===== config.mk =====
export PLATFORM = sky130hd
export DESIGN_NAME = trb_timer_register_bank
export DESIGN_NICKNAME = d
export VERILOG_FILES = /design/src/trb_pkg.sv /design/src/trb_timer_register_bank.sv
export VERILOG_INCLUDE_DIRS = /design/src
export SDC_FILE = /design/constraint.sdc
export NUM_CORES = 1
export LEC_CHECK = 0
export BUFFER_PORTS_ARGS = -buffer_cell sky130_fd_sc_hd__clkbuf_2
export CORE_UTILIZATION = 29
export DETAILED_ROUTE_END_ITERATION = 8
export PLACE_DENSITY = 0.53
export SYNTH_ARGS = -nofsm -noshare
export SYNTH_HDL_FRONTEND = slang
export SYNTH_SLANG_ARGS = --single-unit

===== constraint.sdc =====
create_clock -name clk -period 2.65 [get_ports clk]
set_input_delay 0.265 -clock clk [delete_from_list [all_inputs] [get_ports clk]]
set_output_delay 0.265 -clock clk [all_outputs]
set_load 0.05 [all_outputs]

===== src/trb_consts.svh =====
`ifndef TRB_CONSTS_SVH
`define TRB_CONSTS_SVH

// Instance count: index 0 is the type A timer, indices 1..4 are type B
`define TRB_NUM_TIMERS      5
`define TRB_ADDR_W          12

// Timer region address fields
`define TRB_IDX_SHIFT       6
`define TRB_KIND_SHIFT      4
`define TRB_OP_SHIFT        2
`define TRB_KIND_CON        2'h0
`define TRB_KIND_CNT        2'h1
`define TRB_KIND_PER        2'h2

// Alias operations, from the low word-address bits
`define TRB_OP_BASE         2'h0
`define TRB_OP_CLR          2'h1
`define TRB_OP_SET          2'h2
`define TRB_OP_INV          2'h3

// Interrupt region pages
`define TRB_EN_PAGE         8'h40
`define TRB_FLAG_PAGE       8'h41
`define TRB_PRIO_PAGE       7'h21

// Control bit positions and implemented-bit masks
`define TRB_BIT_ON          15
`define TRB_BIT_PAIR        3
`define TRB_CON_MASK_A      16'hE0B6
`define TRB_CON_MASK_B_EVEN 16'hE0FA
`define TRB_CON_MASK_B_ODD  16'hE0F2

// Reset values and the counter maximum
`define TRB_CON_RST         16'h0000
`define TRB_CNT_RST         16'h0000
`define TRB_PER_RST         16'hFFFF
`define TRB_PRIO_RST        5'h00
`define TRB_CNT_MAX         16'hFFFF

`endif


===== src/trb_pkg.sv =====
package trb_pkg;

    typedef logic [15:0] trb_word16_t;
    typedef logic [1:0]  trb_op_t;
    typedef logic [4:0]  trb_prio_t;

    typedef enum logic [2:0] {
        TRB_TGT_NONE,
        TRB_TGT_TIMER,
        TRB_TGT_EN,
        TRB_TGT_FLAG,
        TRB_TGT_PRIO
    } trb_target_t;

endpackage : trb_pkg


===== src/trb_timer_register_bank.sv =====
// Summary of operation
// Every timer has its own 16-bit counter, control, count and period registers.
// Count register holds count in bits 15:0; bits 31:16 read zero.
// Period register holds the 16-bit value the count is compared against.
// Control register uses bits 15:0 only; bits 31:16 read zero.
// Control, count and period each have clear, set, invert write aliases.
// Clear alias zeroes base bits where the written mask is one.
// Alias reads give undefined data; software must ignore it.
// Pair select bit exists only on even-numbered type B timers.
// Even timer of a pair supplies prescale and control for the pair.
// Each timer has one interrupt enable bit in the enable bank.
// Each timer has one interrupt flag bit recording its event.
// Each timer has a 3-bit interrupt priority field.
// Each timer has a 2-bit interrupt subpriority beside its priority.
// Software sets the pair select bit before using a 32-bit pair.
// A 32-bit counter joins an even timer with the odd timer above.
// Set alias forces base bits to one where the mask is one.
// Invert alias toggles base bits where the mask is one.
//
// The plain strobed port and the register offsets were left to the implementer.
`timescale 1ns/10ps
`include "trb_consts.svh"
`default_nettype none

module trb_timer_register_bank
    import trb_pkg::*;
(
    input  wire logic                   clk,
    input  wire logic                   reset_n,
    input  wire logic [`TRB_ADDR_W-1:0] addr,
    input  wire logic [31:0]            wdata,
    input  wire logic                   wr_en,
    input  wire logic                   rd_en,
    output logic      [31:0]            rdata,
    output logic                        irq
);

    localparam int N = `TRB_NUM_TIMERS;

    function automatic trb_word16_t trb_con_mask(input int idx);
        if (idx == 0) begin
            return `TRB_CON_MASK_A;
        end else if ((idx % 2) == 1) begin
            return `TRB_CON_MASK_B_EVEN;
        end
        return `TRB_CON_MASK_B_ODD;
    endfunction : trb_con_mask

    function automatic trb_word16_t trb_alias(input trb_word16_t old_v,
                                              input trb_word16_t mask_v,
                                              input trb_op_t     op);
        case (op)
            `TRB_OP_BASE: return mask_v;
            `TRB_OP_CLR:  return old_v & ~mask_v;
            `TRB_OP_SET:  return old_v | mask_v;
            `TRB_OP_INV:  return old_v ^ mask_v;
            default:      return old_v;
        endcase
    endfunction : trb_alias

    function automatic trb_target_t trb_decode(input logic [`TRB_ADDR_W-1:0] a);
        if (a[1:0] != 2'h0) begin
            return TRB_TGT_NONE;
        end else if (a[11:9] == 3'h0 && a[8:6] < 3'(N) && a[5:4] != 2'h3) begin
            return TRB_TGT_TIMER;
        end else if (a[11:4] == `TRB_EN_PAGE) begin
            return TRB_TGT_EN;
        end else if (a[11:4] == `TRB_FLAG_PAGE && a[3:2] == `TRB_OP_BASE) begin
            return TRB_TGT_FLAG;
        end else if (a[11:5] == `TRB_PRIO_PAGE && a[4:2] < 3'(N)) begin
            return TRB_TGT_PRIO;
        end
        return TRB_TGT_NONE;
    endfunction : trb_decode

    trb_target_t tgt;
    logic [2:0]  acc_idx;
    logic [1:0]  acc_kind;
    trb_op_t     acc_op;
    logic [2:0]  prio_idx;

    assign tgt      = trb_decode(addr);
    assign acc_idx  = addr[8:6];
    assign acc_kind = addr[5:4];
    assign acc_op   = addr[3:2];
    assign prio_idx = addr[4:2];

    trb_word16_t     con_reg [N];
    trb_word16_t     cnt_reg [N];
    trb_word16_t     per_reg [N];
    trb_word16_t     cnt_next [N];
    trb_prio_t       prio_reg [N];
    logic [N-1:0]    en_reg;
    logic [N-1:0]    flag_reg;
    logic [N-1:0]    flag_next;
    logic [31:0]     rdata_reg;
    logic [N-1:0]    run_w;
    logic [N-1:0]    hit_w;
    logic [N-1:0]    step_w;
    logic [N-1:0]    evt_w;
    logic [N-1:0]    pair_w;
    logic            wr_timer;

    assign wr_timer = wr_en && (tgt == TRB_TGT_TIMER);

    // Counting engine; prescaling and gating are not modelled here
    genvar gi;
    generate
        for (gi = 0; gi < N; gi++) begin : g_tmr
            logic wide_hit;
            if ((gi % 2) == 1 && gi + 1 < N) begin : g_lo
                assign pair_w[gi] = con_reg[gi][`TRB_BIT_PAIR];
                assign wide_hit   = {cnt_reg[gi+1], cnt_reg[gi]} ==
                                    {per_reg[gi+1], per_reg[gi]};
                assign run_w[gi]  = con_reg[gi][`TRB_BIT_ON];
                assign hit_w[gi]  = pair_w[gi] ? wide_hit : (cnt_reg[gi] == per_reg[gi]);
                assign step_w[gi] = 1'b1;
                // Pair event is reported on the odd half only
                assign evt_w[gi]  = run_w[gi] & hit_w[gi] & ~pair_w[gi];
            end else if ((gi % 2) == 0 && gi >= 2) begin : g_hi
                assign pair_w[gi] = 1'b0;
                assign wide_hit   = {cnt_reg[gi], cnt_reg[gi-1]} ==
                                    {per_reg[gi], per_reg[gi-1]};
                // Upper half follows the even timer's control while paired
                assign run_w[gi]  = pair_w[gi-1] ? con_reg[gi-1][`TRB_BIT_ON]
                                                 : con_reg[gi][`TRB_BIT_ON];
                assign hit_w[gi]  = pair_w[gi-1] ? wide_hit : (cnt_reg[gi] == per_reg[gi]);
                assign step_w[gi] = pair_w[gi-1] ? (cnt_reg[gi-1] == `TRB_CNT_MAX) : 1'b1;
                assign evt_w[gi]  = run_w[gi] & hit_w[gi];
            end else begin : g_solo
                assign pair_w[gi] = 1'b0;
                assign wide_hit   = 1'b0;
                assign run_w[gi]  = con_reg[gi][`TRB_BIT_ON];
                assign hit_w[gi]  = cnt_reg[gi] == per_reg[gi];
                assign step_w[gi] = 1'b1;
                assign evt_w[gi]  = run_w[gi] & hit_w[gi];
            end
            assign cnt_next[gi] = hit_w[gi]  ? `TRB_CNT_RST :
                                  step_w[gi] ? cnt_reg[gi] + 16'h0001 : cnt_reg[gi];
        end
    endgenerate

    // Control registers, only implemented bits are stored
    always_ff @(posedge clk or negedge reset_n) begin
        if (!reset_n) begin
            for (int i = 0; i < N; i++) begin
                con_reg[i] <= `TRB_CON_RST;
            end
        end else begin
            for (int i = 0; i < N; i++) begin
                if (wr_timer && acc_idx == 3'(i) && acc_kind == `TRB_KIND_CON) begin
                    con_reg[i] <= trb_alias(con_reg[i], wdata[15:0], acc_op)
                                  & trb_con_mask(i);
                end
            end
        end
    end

    // Count registers; a software write wins over the running count
    always_ff @(posedge clk or negedge reset_n) begin
        if (!reset_n) begin
            for (int i = 0; i < N; i++) begin
                cnt_reg[i] <= `TRB_CNT_RST;
            end
        end else begin
            for (int i = 0; i < N; i++) begin
                if (wr_timer && acc_idx == 3'(i) && acc_kind == `TRB_KIND_CNT) begin
                    cnt_reg[i] <= trb_alias(cnt_reg[i], wdata[15:0], acc_op);
                end else if (run_w[i]) begin
                    cnt_reg[i] <= cnt_next[i];
                end
            end
        end
    end

    // Period registers
    always_ff @(posedge clk or negedge reset_n) begin
        if (!reset_n) begin
            for (int i = 0; i < N; i++) begin
                per_reg[i] <= `TRB_PER_RST;
            end
        end else begin
            for (int i = 0; i < N; i++) begin
                if (wr_timer && acc_idx == 3'(i) && acc_kind == `TRB_KIND_PER) begin
                    per_reg[i] <= trb_alias(per_reg[i], wdata[15:0], acc_op);
                end
            end
        end
    end

    // Priority and subpriority, one word per timer
    always_ff @(posedge clk or negedge reset_n) begin
        if (!reset_n) begin
            for (int i = 0; i < N; i++) begin
                prio_reg[i] <= `TRB_PRIO_RST;
            end
        end else begin
            for (int i = 0; i < N; i++) begin
                if (wr_en && tgt == TRB_TGT_PRIO && prio_idx == 3'(i)) begin
                    prio_reg[i] <= wdata[4:0];
                end
            end
        end
    end

    // Interrupt enable bank, with the same alias set as the timer registers
    always_ff @(posedge clk or negedge reset_n) begin
        if (!reset_n) begin
            en_reg <= '0;
        end else if (wr_en && tgt == TRB_TGT_EN) begin
            en_reg <= N'(trb_alias(16'(en_reg), wdata[15:0], acc_op));
        end
    end

    // Flags: a new event beats a write-one-to-clear in the same cycle
    assign flag_next = (flag_reg & ~((wr_en && tgt == TRB_TGT_FLAG) ? wdata[N-1:0] : '0))
                       | evt_w;

    always_ff @(posedge clk or negedge reset_n) begin
        if (!reset_n) begin
            flag_reg <= '0;
        end else begin
            flag_reg <= flag_next;
        end
    end

    assign irq = |(flag_reg & en_reg);

    // Read data, valid only in the cycle after the strobe
    always_ff @(posedge clk or negedge reset_n) begin
        if (!reset_n) begin
            rdata_reg <= 32'h0000_0000;
        end else begin
            rdata_reg <= 32'h0000_0000;
            if (rd_en) begin
                case (tgt)
                    TRB_TGT_TIMER: begin
                        // Alias reads return zero rather than garbage
                        if (acc_op != `TRB_OP_BASE) begin
                            rdata_reg <= 32'h0000_0000;
                        end else if (acc_kind == `TRB_KIND_CON) begin
                            rdata_reg <= {16'h0000, con_reg[acc_idx]};
                        end else if (acc_kind == `TRB_KIND_CNT) begin
                            rdata_reg <= {16'h0000, cnt_reg[acc_idx]};
                        end else begin
                            rdata_reg <= {16'h0000, per_reg[acc_idx]};
                        end
                    end
                    TRB_TGT_EN: begin
                        if (acc_op == `TRB_OP_BASE) begin
                            rdata_reg <= {{(32-N){1'b0}}, en_reg};
                        end
                    end
                    TRB_TGT_FLAG: rdata_reg <= {{(32-N){1'b0}}, flag_reg};
                    TRB_TGT_PRIO: rdata_reg <= {27'h000_0000, prio_reg[prio_idx]};
                    default:      rdata_reg <= 32'h0000_0000;
                endcase
            end
        end
    end

    assign rdata = rdata_reg;

    // Checks
    localparam logic [11:0] A_T2_CON_CLR = 12'h044;
    localparam logic [11:0] A_T1_PER_SET = 12'h028;
    localparam logic [11:0] A_T1_PER_INV = 12'h02C;
    localparam logic [11:0] A_T1_CNT     = 12'h010;
    localparam logic [11:0] A_T1_CON     = 12'h000;
    localparam logic [11:0] A_T1_CON_SET = 12'h008;
    localparam logic [11:0] A_PRIO_T1    = 12'h420;
endmodule : trb_timer_register_bank

`default_nettype wire


==> results of run 1 <==
==> through the flow <==
| step | setup slack [ns] | area [um^2] | total power [mW] | cells |
|---|---|---|---|---|
| after floorplan | -0.004506 | 25430 | 6.391 | 3193 |
| after global placement | -0.03707 | 28620 | 7.703 | 4463 |
| after detailed placement | -0.07512 | 28630 | 7.749 | 4463 |
| after CTS | 0.04043 | 29830 | 12.86 | 4530 |
| after global routing | -0.01595 | 29940 | 13.46 | 4533 |
| final | 0.07874 | 29940 | 12.81 | 4533 |
==> cells in the mapped netlist, types with 15 or more instances <==
library cell  instances
a211oi_1             82
a21oi_1             466
a222oi_1             15
a31oi_1              18
and3_1               15
buf_4                16
clkbuf_1            185
dfrtp_1             173
dfstp_2              80
ha_1                419
inv_1               275
mux2_2               21
mux2i_1              18
mux4_2               62
nand2_1             300
nand3_1              66
nand4_1              20
nor2_1              323
nor2b_1              27
nor3_1               56
nor4_1               36
o211ai_1             32
o21ai_0             263
xnor2_1              18
xor2_1               64
==> where the power goes <==
part	switching, mW	internal, mW	leakage, nW
clock	2.08	2.98	0.600
combinational	2.15	1.35	9.94
sequential	0.201	4.06	2.91
total	4.42	8.39	13.5
==> cell type report <==
| type | instances | area (um^2) |
|---|---|---|
| clock inverter | 16 | 140.1 |
| fill | 9001 | 56680 |
| multi-input combinational | 2444 | 17160 |
| sequential | 253 | 6434 |
| tap | 1155 | 1445 |
| clock buffer | 50 | 1055 |
| timing repair buffer | 339 | 2664 |
| inverter | 276 | 1036 |
==> cells in the final DEF (no fill, tap or decap), types with 5 or more instances in the layout <==
master	netlist	routed
a211oi_1	82	82
conb_1	1	16
xnor2_1	18	18
a31oi_1	18	18
nor2b_1	27	27
o22ai_1	11	11
mux2_2	21	21
o211ai_1	32	32
clkbuf_8	0	8
inv_1	275	275
a22oi_1	8	8
nor3_1	56	53
nor4_2	0	9
nor4_1	36	27
clkbuf_16	0	37
ha_1	419	418
buf_12	0	16
a221oi_1	14	13
xor2_1	64	62
o21ai_0	263	262
clkbuf_2	0	44
buf_4	16	274
nand4_1	20	20
nand2b_1	8	8
dfrtp_1	173	171
a222oi_1	15	15
or3_1	5	5
dfstp_2	80	80
and3_1	15	15
nand3_1	66	66
clkbuf_1	185	5
clkinv_2	0	11
mux2i_1	18	18
mux4_2	62	62
nor2_1	323	319
a21oi_1	466	464
nand2_1	300	300
==> worst paths after layout <==
check	startpoint	end	slack, ns	cells after the start
hold / removal	wdata[4]	flag_reg[4]	0.14	3
setup / recovery	cnt_reg[48]	cnt_reg[41]	0.08	8
min in group asynchronous	reset_n	cnt_reg[26]	0.30	2
setup reg to reg	cnt_reg[48]	cnt_reg[41]	0.08	8
max in group asynchronous	reset_n	per_reg[4]	1.50	3
hold reg to reg	prio_reg[7]	prio_reg[7]	0.48	2
==> what timing repair did <==
item                                    4_1_cts  5_1_grt
pin swaps                                     0        7
hold endpoints to repair                     53        0
buffers inserted                              0        3
endpoints found under the setup margin        1       52
hold buffers                                  1        0
resized for setup                             1       15
==> critical path, stage by stage (launching register included) <==
cell and delay (ns):
dfrtp_2 0.40, ha_4 0.17, nand3_4 0.10, or4_4 0.43, or4_4 0.51, a21oi_4 0.19, nand3b_4 0.19, or3_1 0.38
o221ai_1 0.09
==> metal layers <==
metal	up-vias	share of wire (%)	global-route usage, %
li1	11440	-	-
met1	11480	45	29.80
met2	847	44	32.79
met3	177	6.4	2.783
met4	2	4.3	8.456
met5	-	0.014	0
==> logic make-up (layout without fill, tap and decap cells) <==
logic type               Yosys count  count (layout)  synth area share, %
XOR/XNOR                          82              82                2.835
other                              1              16              0.01480
flip-flops                       253             253                25.39
multiplexers                     101             101                7.156
AO/OA/AOI/OAI                    955             955                21.38
AND/OR/NAND/NOR                  871             871                14.88
adder cells (fa/ha/maj)          419             419                20.69
buffers and inverters            496             681                7.660
==> flow_summary.json, run 1 <==
{
  "status": "completed",
  "hold_violations": 0,
  "synthFlopType": "dfrtp_1",
  "finalSetupViolCount": 0,
  "synth.top_cell.area_share_pct": 20.69,
  "cp.required_ns": 3.11,
  "grt_usage_pct": 21.24,
  "dieHeight_um": 297.6,
  "port_buffers": 48,
  "cts.sinks": 253,
  "dp_hpwl_um": 70910,
  "drcViolationCount": 0,
  "grt_overflow": 0,
  "cts_buffers": 36,
  "layout-drive-gt1-share_pct": 17.58,
  "synth.area.top_cells": "ha_1 21%, dfrtp_1 17%, a21oi_1 9.2%, dfstp_2 8.3%, mux4_2 5.5%",
  "clockBufferDepth": 3,
  "utilization_pct": 34.56,
  "rows": 108,
  "synth_top_cell_by_area": "ha_1",
  "netlist_instances": 3178,
  "hp-class": "input pin to flip-flop",
  "fin_crit_sh_pct": 97.03,
  "fin_nets": 3817,
  "yosysUniqueCellTypes": 68,
  "start_util_pct": 29.25,
  "layout_min_cycle_time_ns": 2.571,
  "maxCapViolations": 0,
  "coreArea_um2": 86620,
  "synth_edf_count": 0,
  "avgViaCountPerCell": 5.283,
  "cts_max_level": 2,
  "ant_nets": 0,
  "leakagePower_nw": 13.46,
  "root_buffer": "clkbuf_16",
  "syn-cell-area_um2": 25330,
  "first_global_vias": 21510,
  "clk_pin_slew_ns": 0.06,
  "io_pins": 81,
  "tightestPinTransition_ns": 1.355,
  "antenna_found_initial": 4,
  "grt_pass1_wl_um": 143700,
  "path_max_fanout": 11,
  "syn_to_final_growth_pct": 18.17,
  "clk_latency_ns": 0.57,
  "fmax_mhz": 388.9,
  "seq_area_frac_synth_pct": 25.39,
  "cp.arrival_ns": 3.03,
  "post_drt_wl_per_cell_um": 21.12,
  "antennaDiodeCount": 0,
  "slew_headroom_pct": 9.308,
  "fin_worst_skew_ns": 0.01007,
  "drtIter0Drc": 2440,
  "gp_congestion": 0.9535,
  "cts_tree": "yes",
  "dieArea_um2": 88540,
  "vias": 23950,
  "synth.avg_cell_area_um2": 7.972,
  "routed_wl_um": 95740,
  "end_kind": "flip-flop",
  "crit_path_start_kind": "flip-flop",
  "drt_pass1_iterations": 7,
  "grt_max_degree": 143,
  "slew_viol_final": 0,
  "hold_slack_ns": 0.1357,
  "ys_warn_count": 0,
  "power_density_nw_per_um2": 428.0,
  "ys_ff_latch": 253,
  "async_flop_share_pct": 100.0,
  "dieWidth_um": 297.6,
  "final.setup.tns_ns": 0,
  "vdd_drop_max_mv": 0.3889,
  "crit_type": "flip-flop to flip-flop"
}
(Power assumes the default switching activity.)
==> run 2, diff against run 1 <==
- CORE_MARGIN: unset -> 3
==> flow_summary.json, run 2 (same netlist as run 1, synthesis figures left out) <==
{
  "power_density_nw_per_um2": 415.1,
  "gp_congestion": 0.9210,
  "cts_tree": "yes",
  "cts_buffers": 35,
  "grt_overflow": 0,
  "ff2ff_setup_slack_ns": 0.009,
  "setup_slack_ns": 0.009258,
  "fin_crit_sh_pct": 99.65,
  "clk_latency_ns": 0.56,
  "vdd_drop_max_mv": 0.4038,
  "critical_path.top_delay_family": "simple AND/OR/NAND/NOR gates",
  "grt_max_degree": 141,
  "total_power_mw": 12.47,
  "crit_cells": 8,
  "dp_slack_ns": -0.03266,
  "drt_pass1_iterations": 6,
  "cp.arrival_ns": 3.09,
  "dieArea_um2": 90940,
  "first_global_vias": 21960,
  "rows": 107,
  "post_drt_wl_per_cell_um": 21.16,
  "cts.sinks": 253,
  "final_common_cell": "a21oi_1",
  "tightestPinTransition_ns": 1.253,
  "layout-drive-gt1-share_pct": 17.61,
  "antennaDiodeCount": 0,
  "path_max_fanout": 6,
  "port_buffers": 48,
  "layout_min_cycle_time_ns": 2.641,
  "cp.required_ns": 3.10,
  "hold_depth": 2,
  "grt_usage_pct": 20.69,
  "vias": 24090,
  "cp_num_buf_inv": 0,
  "io_pins": 81,
  "hold_violations": 0,
  "crit_type": "flip-flop to flip-flop",
  "dieHeight_um": 301.6,
  "slew_viol_final": 0,
  "slew_headroom_pct": 16.14,
  "cp_cell_sequence": "ha_4, nand3_4, or4_4, or4_4, a21oi_4, nand3b_4, or3_1, o221ai_2",
  "timing.rr.end": "cnt_reg[35]",
  "status": "completed",
  "clk_pin_slew_ns": 0.06,
  "cp_common_cell": "or4_4",
  "crit_path_start_kind": "flip-flop",
  "cts_max_level": 2,
  "leakagePower_nw": 13.50,
  "fin_worst_skew_ns": 0.02148,
  "final_cell_mix": "464 x a21oi_1, 418 x ha_1, 319 x nor2_1",
  "critPathMaxStageDelay_ns": 0.53,
  "clockBufferDepth": 3,
  "dieWidth_um": 301.6,
  "reg2reg_depth": 8,
  "routed_wl_um": 95920,
  "num-fill-cells": 9058,
  "coreArea_um2": 85950,
  "r2r_start": "cnt_reg[48]",
  "root_buffer": "clkbuf_16",
  "syn_to_final_growth_pct": 18.55,
  "fin_nets": 3831,
  "drtIter0Drc": 2311,
  "finalSetupViolCount": 0,
  "antenna_found_initial": 0,
  "slowest_stage": "or4_4",
  "ant_nets": 0,
  "dp_hpwl_um": 71370,
  "utilization_pct": 34.94,
  "holdPathEnd": "prio_reg[18]",
  "grt_pass1_wl_um": 144400,
  "hp-class": "input pin to flip-flop",
  "start_util_pct": 29.48,
  "end_kind": "flip-flop",
  "fmax_mhz": 378.7,
  "avgViaCountPerCell": 5.312,
  "maxCapViolations": 0,
  "rsz0062_at_grt": "yes",
  "hp-start": "wdata[3]",
  "hold_slack_ns": 0.1217,
  "drcViolationCount": 0
}
## run 2: worst max path at each step
stage,startpoint,end,slack [ns]
after floorplan,cnt_reg[48],cnt_reg[42],-0.005
after global placement,per_reg[37],cnt_reg[52],-0.09
after detailed placement,per_reg[37],cnt_reg[51],-0.03
after CTS,per_reg[37],cnt_reg[55],0.01
after global routing,cnt_reg[17],cnt_reg[3],-0.06
final,cnt_reg[48],cnt_reg[35],0.009
## run 2: per-stage QoR
stage / cells / setup TNS, ns / cell area, um^2
after global routing: 4534 / -0.2223 / 30030
after floorplan: 3193 / -0.009009 / 25430
after global placement: 4463 / -0.5718 / 28790
after detailed placement: 4463 / -0.1164 / 28790
after CTS: 4527 / 0 / 29880
final: 4534 / 0 / 30030
## run 2: worst register-to-register path: stages (launching register included)
cell and delay (ns):
dfrtp_2 0.40, ha_4 0.17, nand3_4 0.09, or4_4 0.45
or4_4 0.53, a21oi_4 0.26, nand3b_4 0.18, or3_1 0.39
o221ai_2 0.07
## run 2: repair_timing
item / CTS / global route
gates resized for setup: 2 / 16
endpoints found under the setup margin: 8 / 50
hold buffers: 1 / 0
buffers inserted: 0 / 6
hold endpoints to repair: 41 / 0
pin swaps: 0 / 5
cloned: 0 / 1
## run 2: cell type report
cell class	count	area, um^2	area share, %
inverters	276	1036	3.450
well taps	1144	1431	4.766
flip-flops and latches	253	6434	21.42
clock buffers	58	1045	3.479
clock inverters	5	28.78	0.09582
multi-input cells	2445	17190	57.25
repair buffers	353	2865	9.540
## run 2: routing by layer
metal  up-vias  GRT usage [%]  share of wire (%)
met1     11600          29.09                 45
met2       851          32.39                 45
met3       158          2.743                6.3
li1      11480              -                  -
met4         0          7.360                3.8
met5         -              0                  0
## run 2: report_power, final
group | internal [mW] | switching [mW]
registers | 4.06 | 0.221
logic | 1.36 | 2.15
clock network | 2.69 | 1.99
total | 8.11 | 4.35
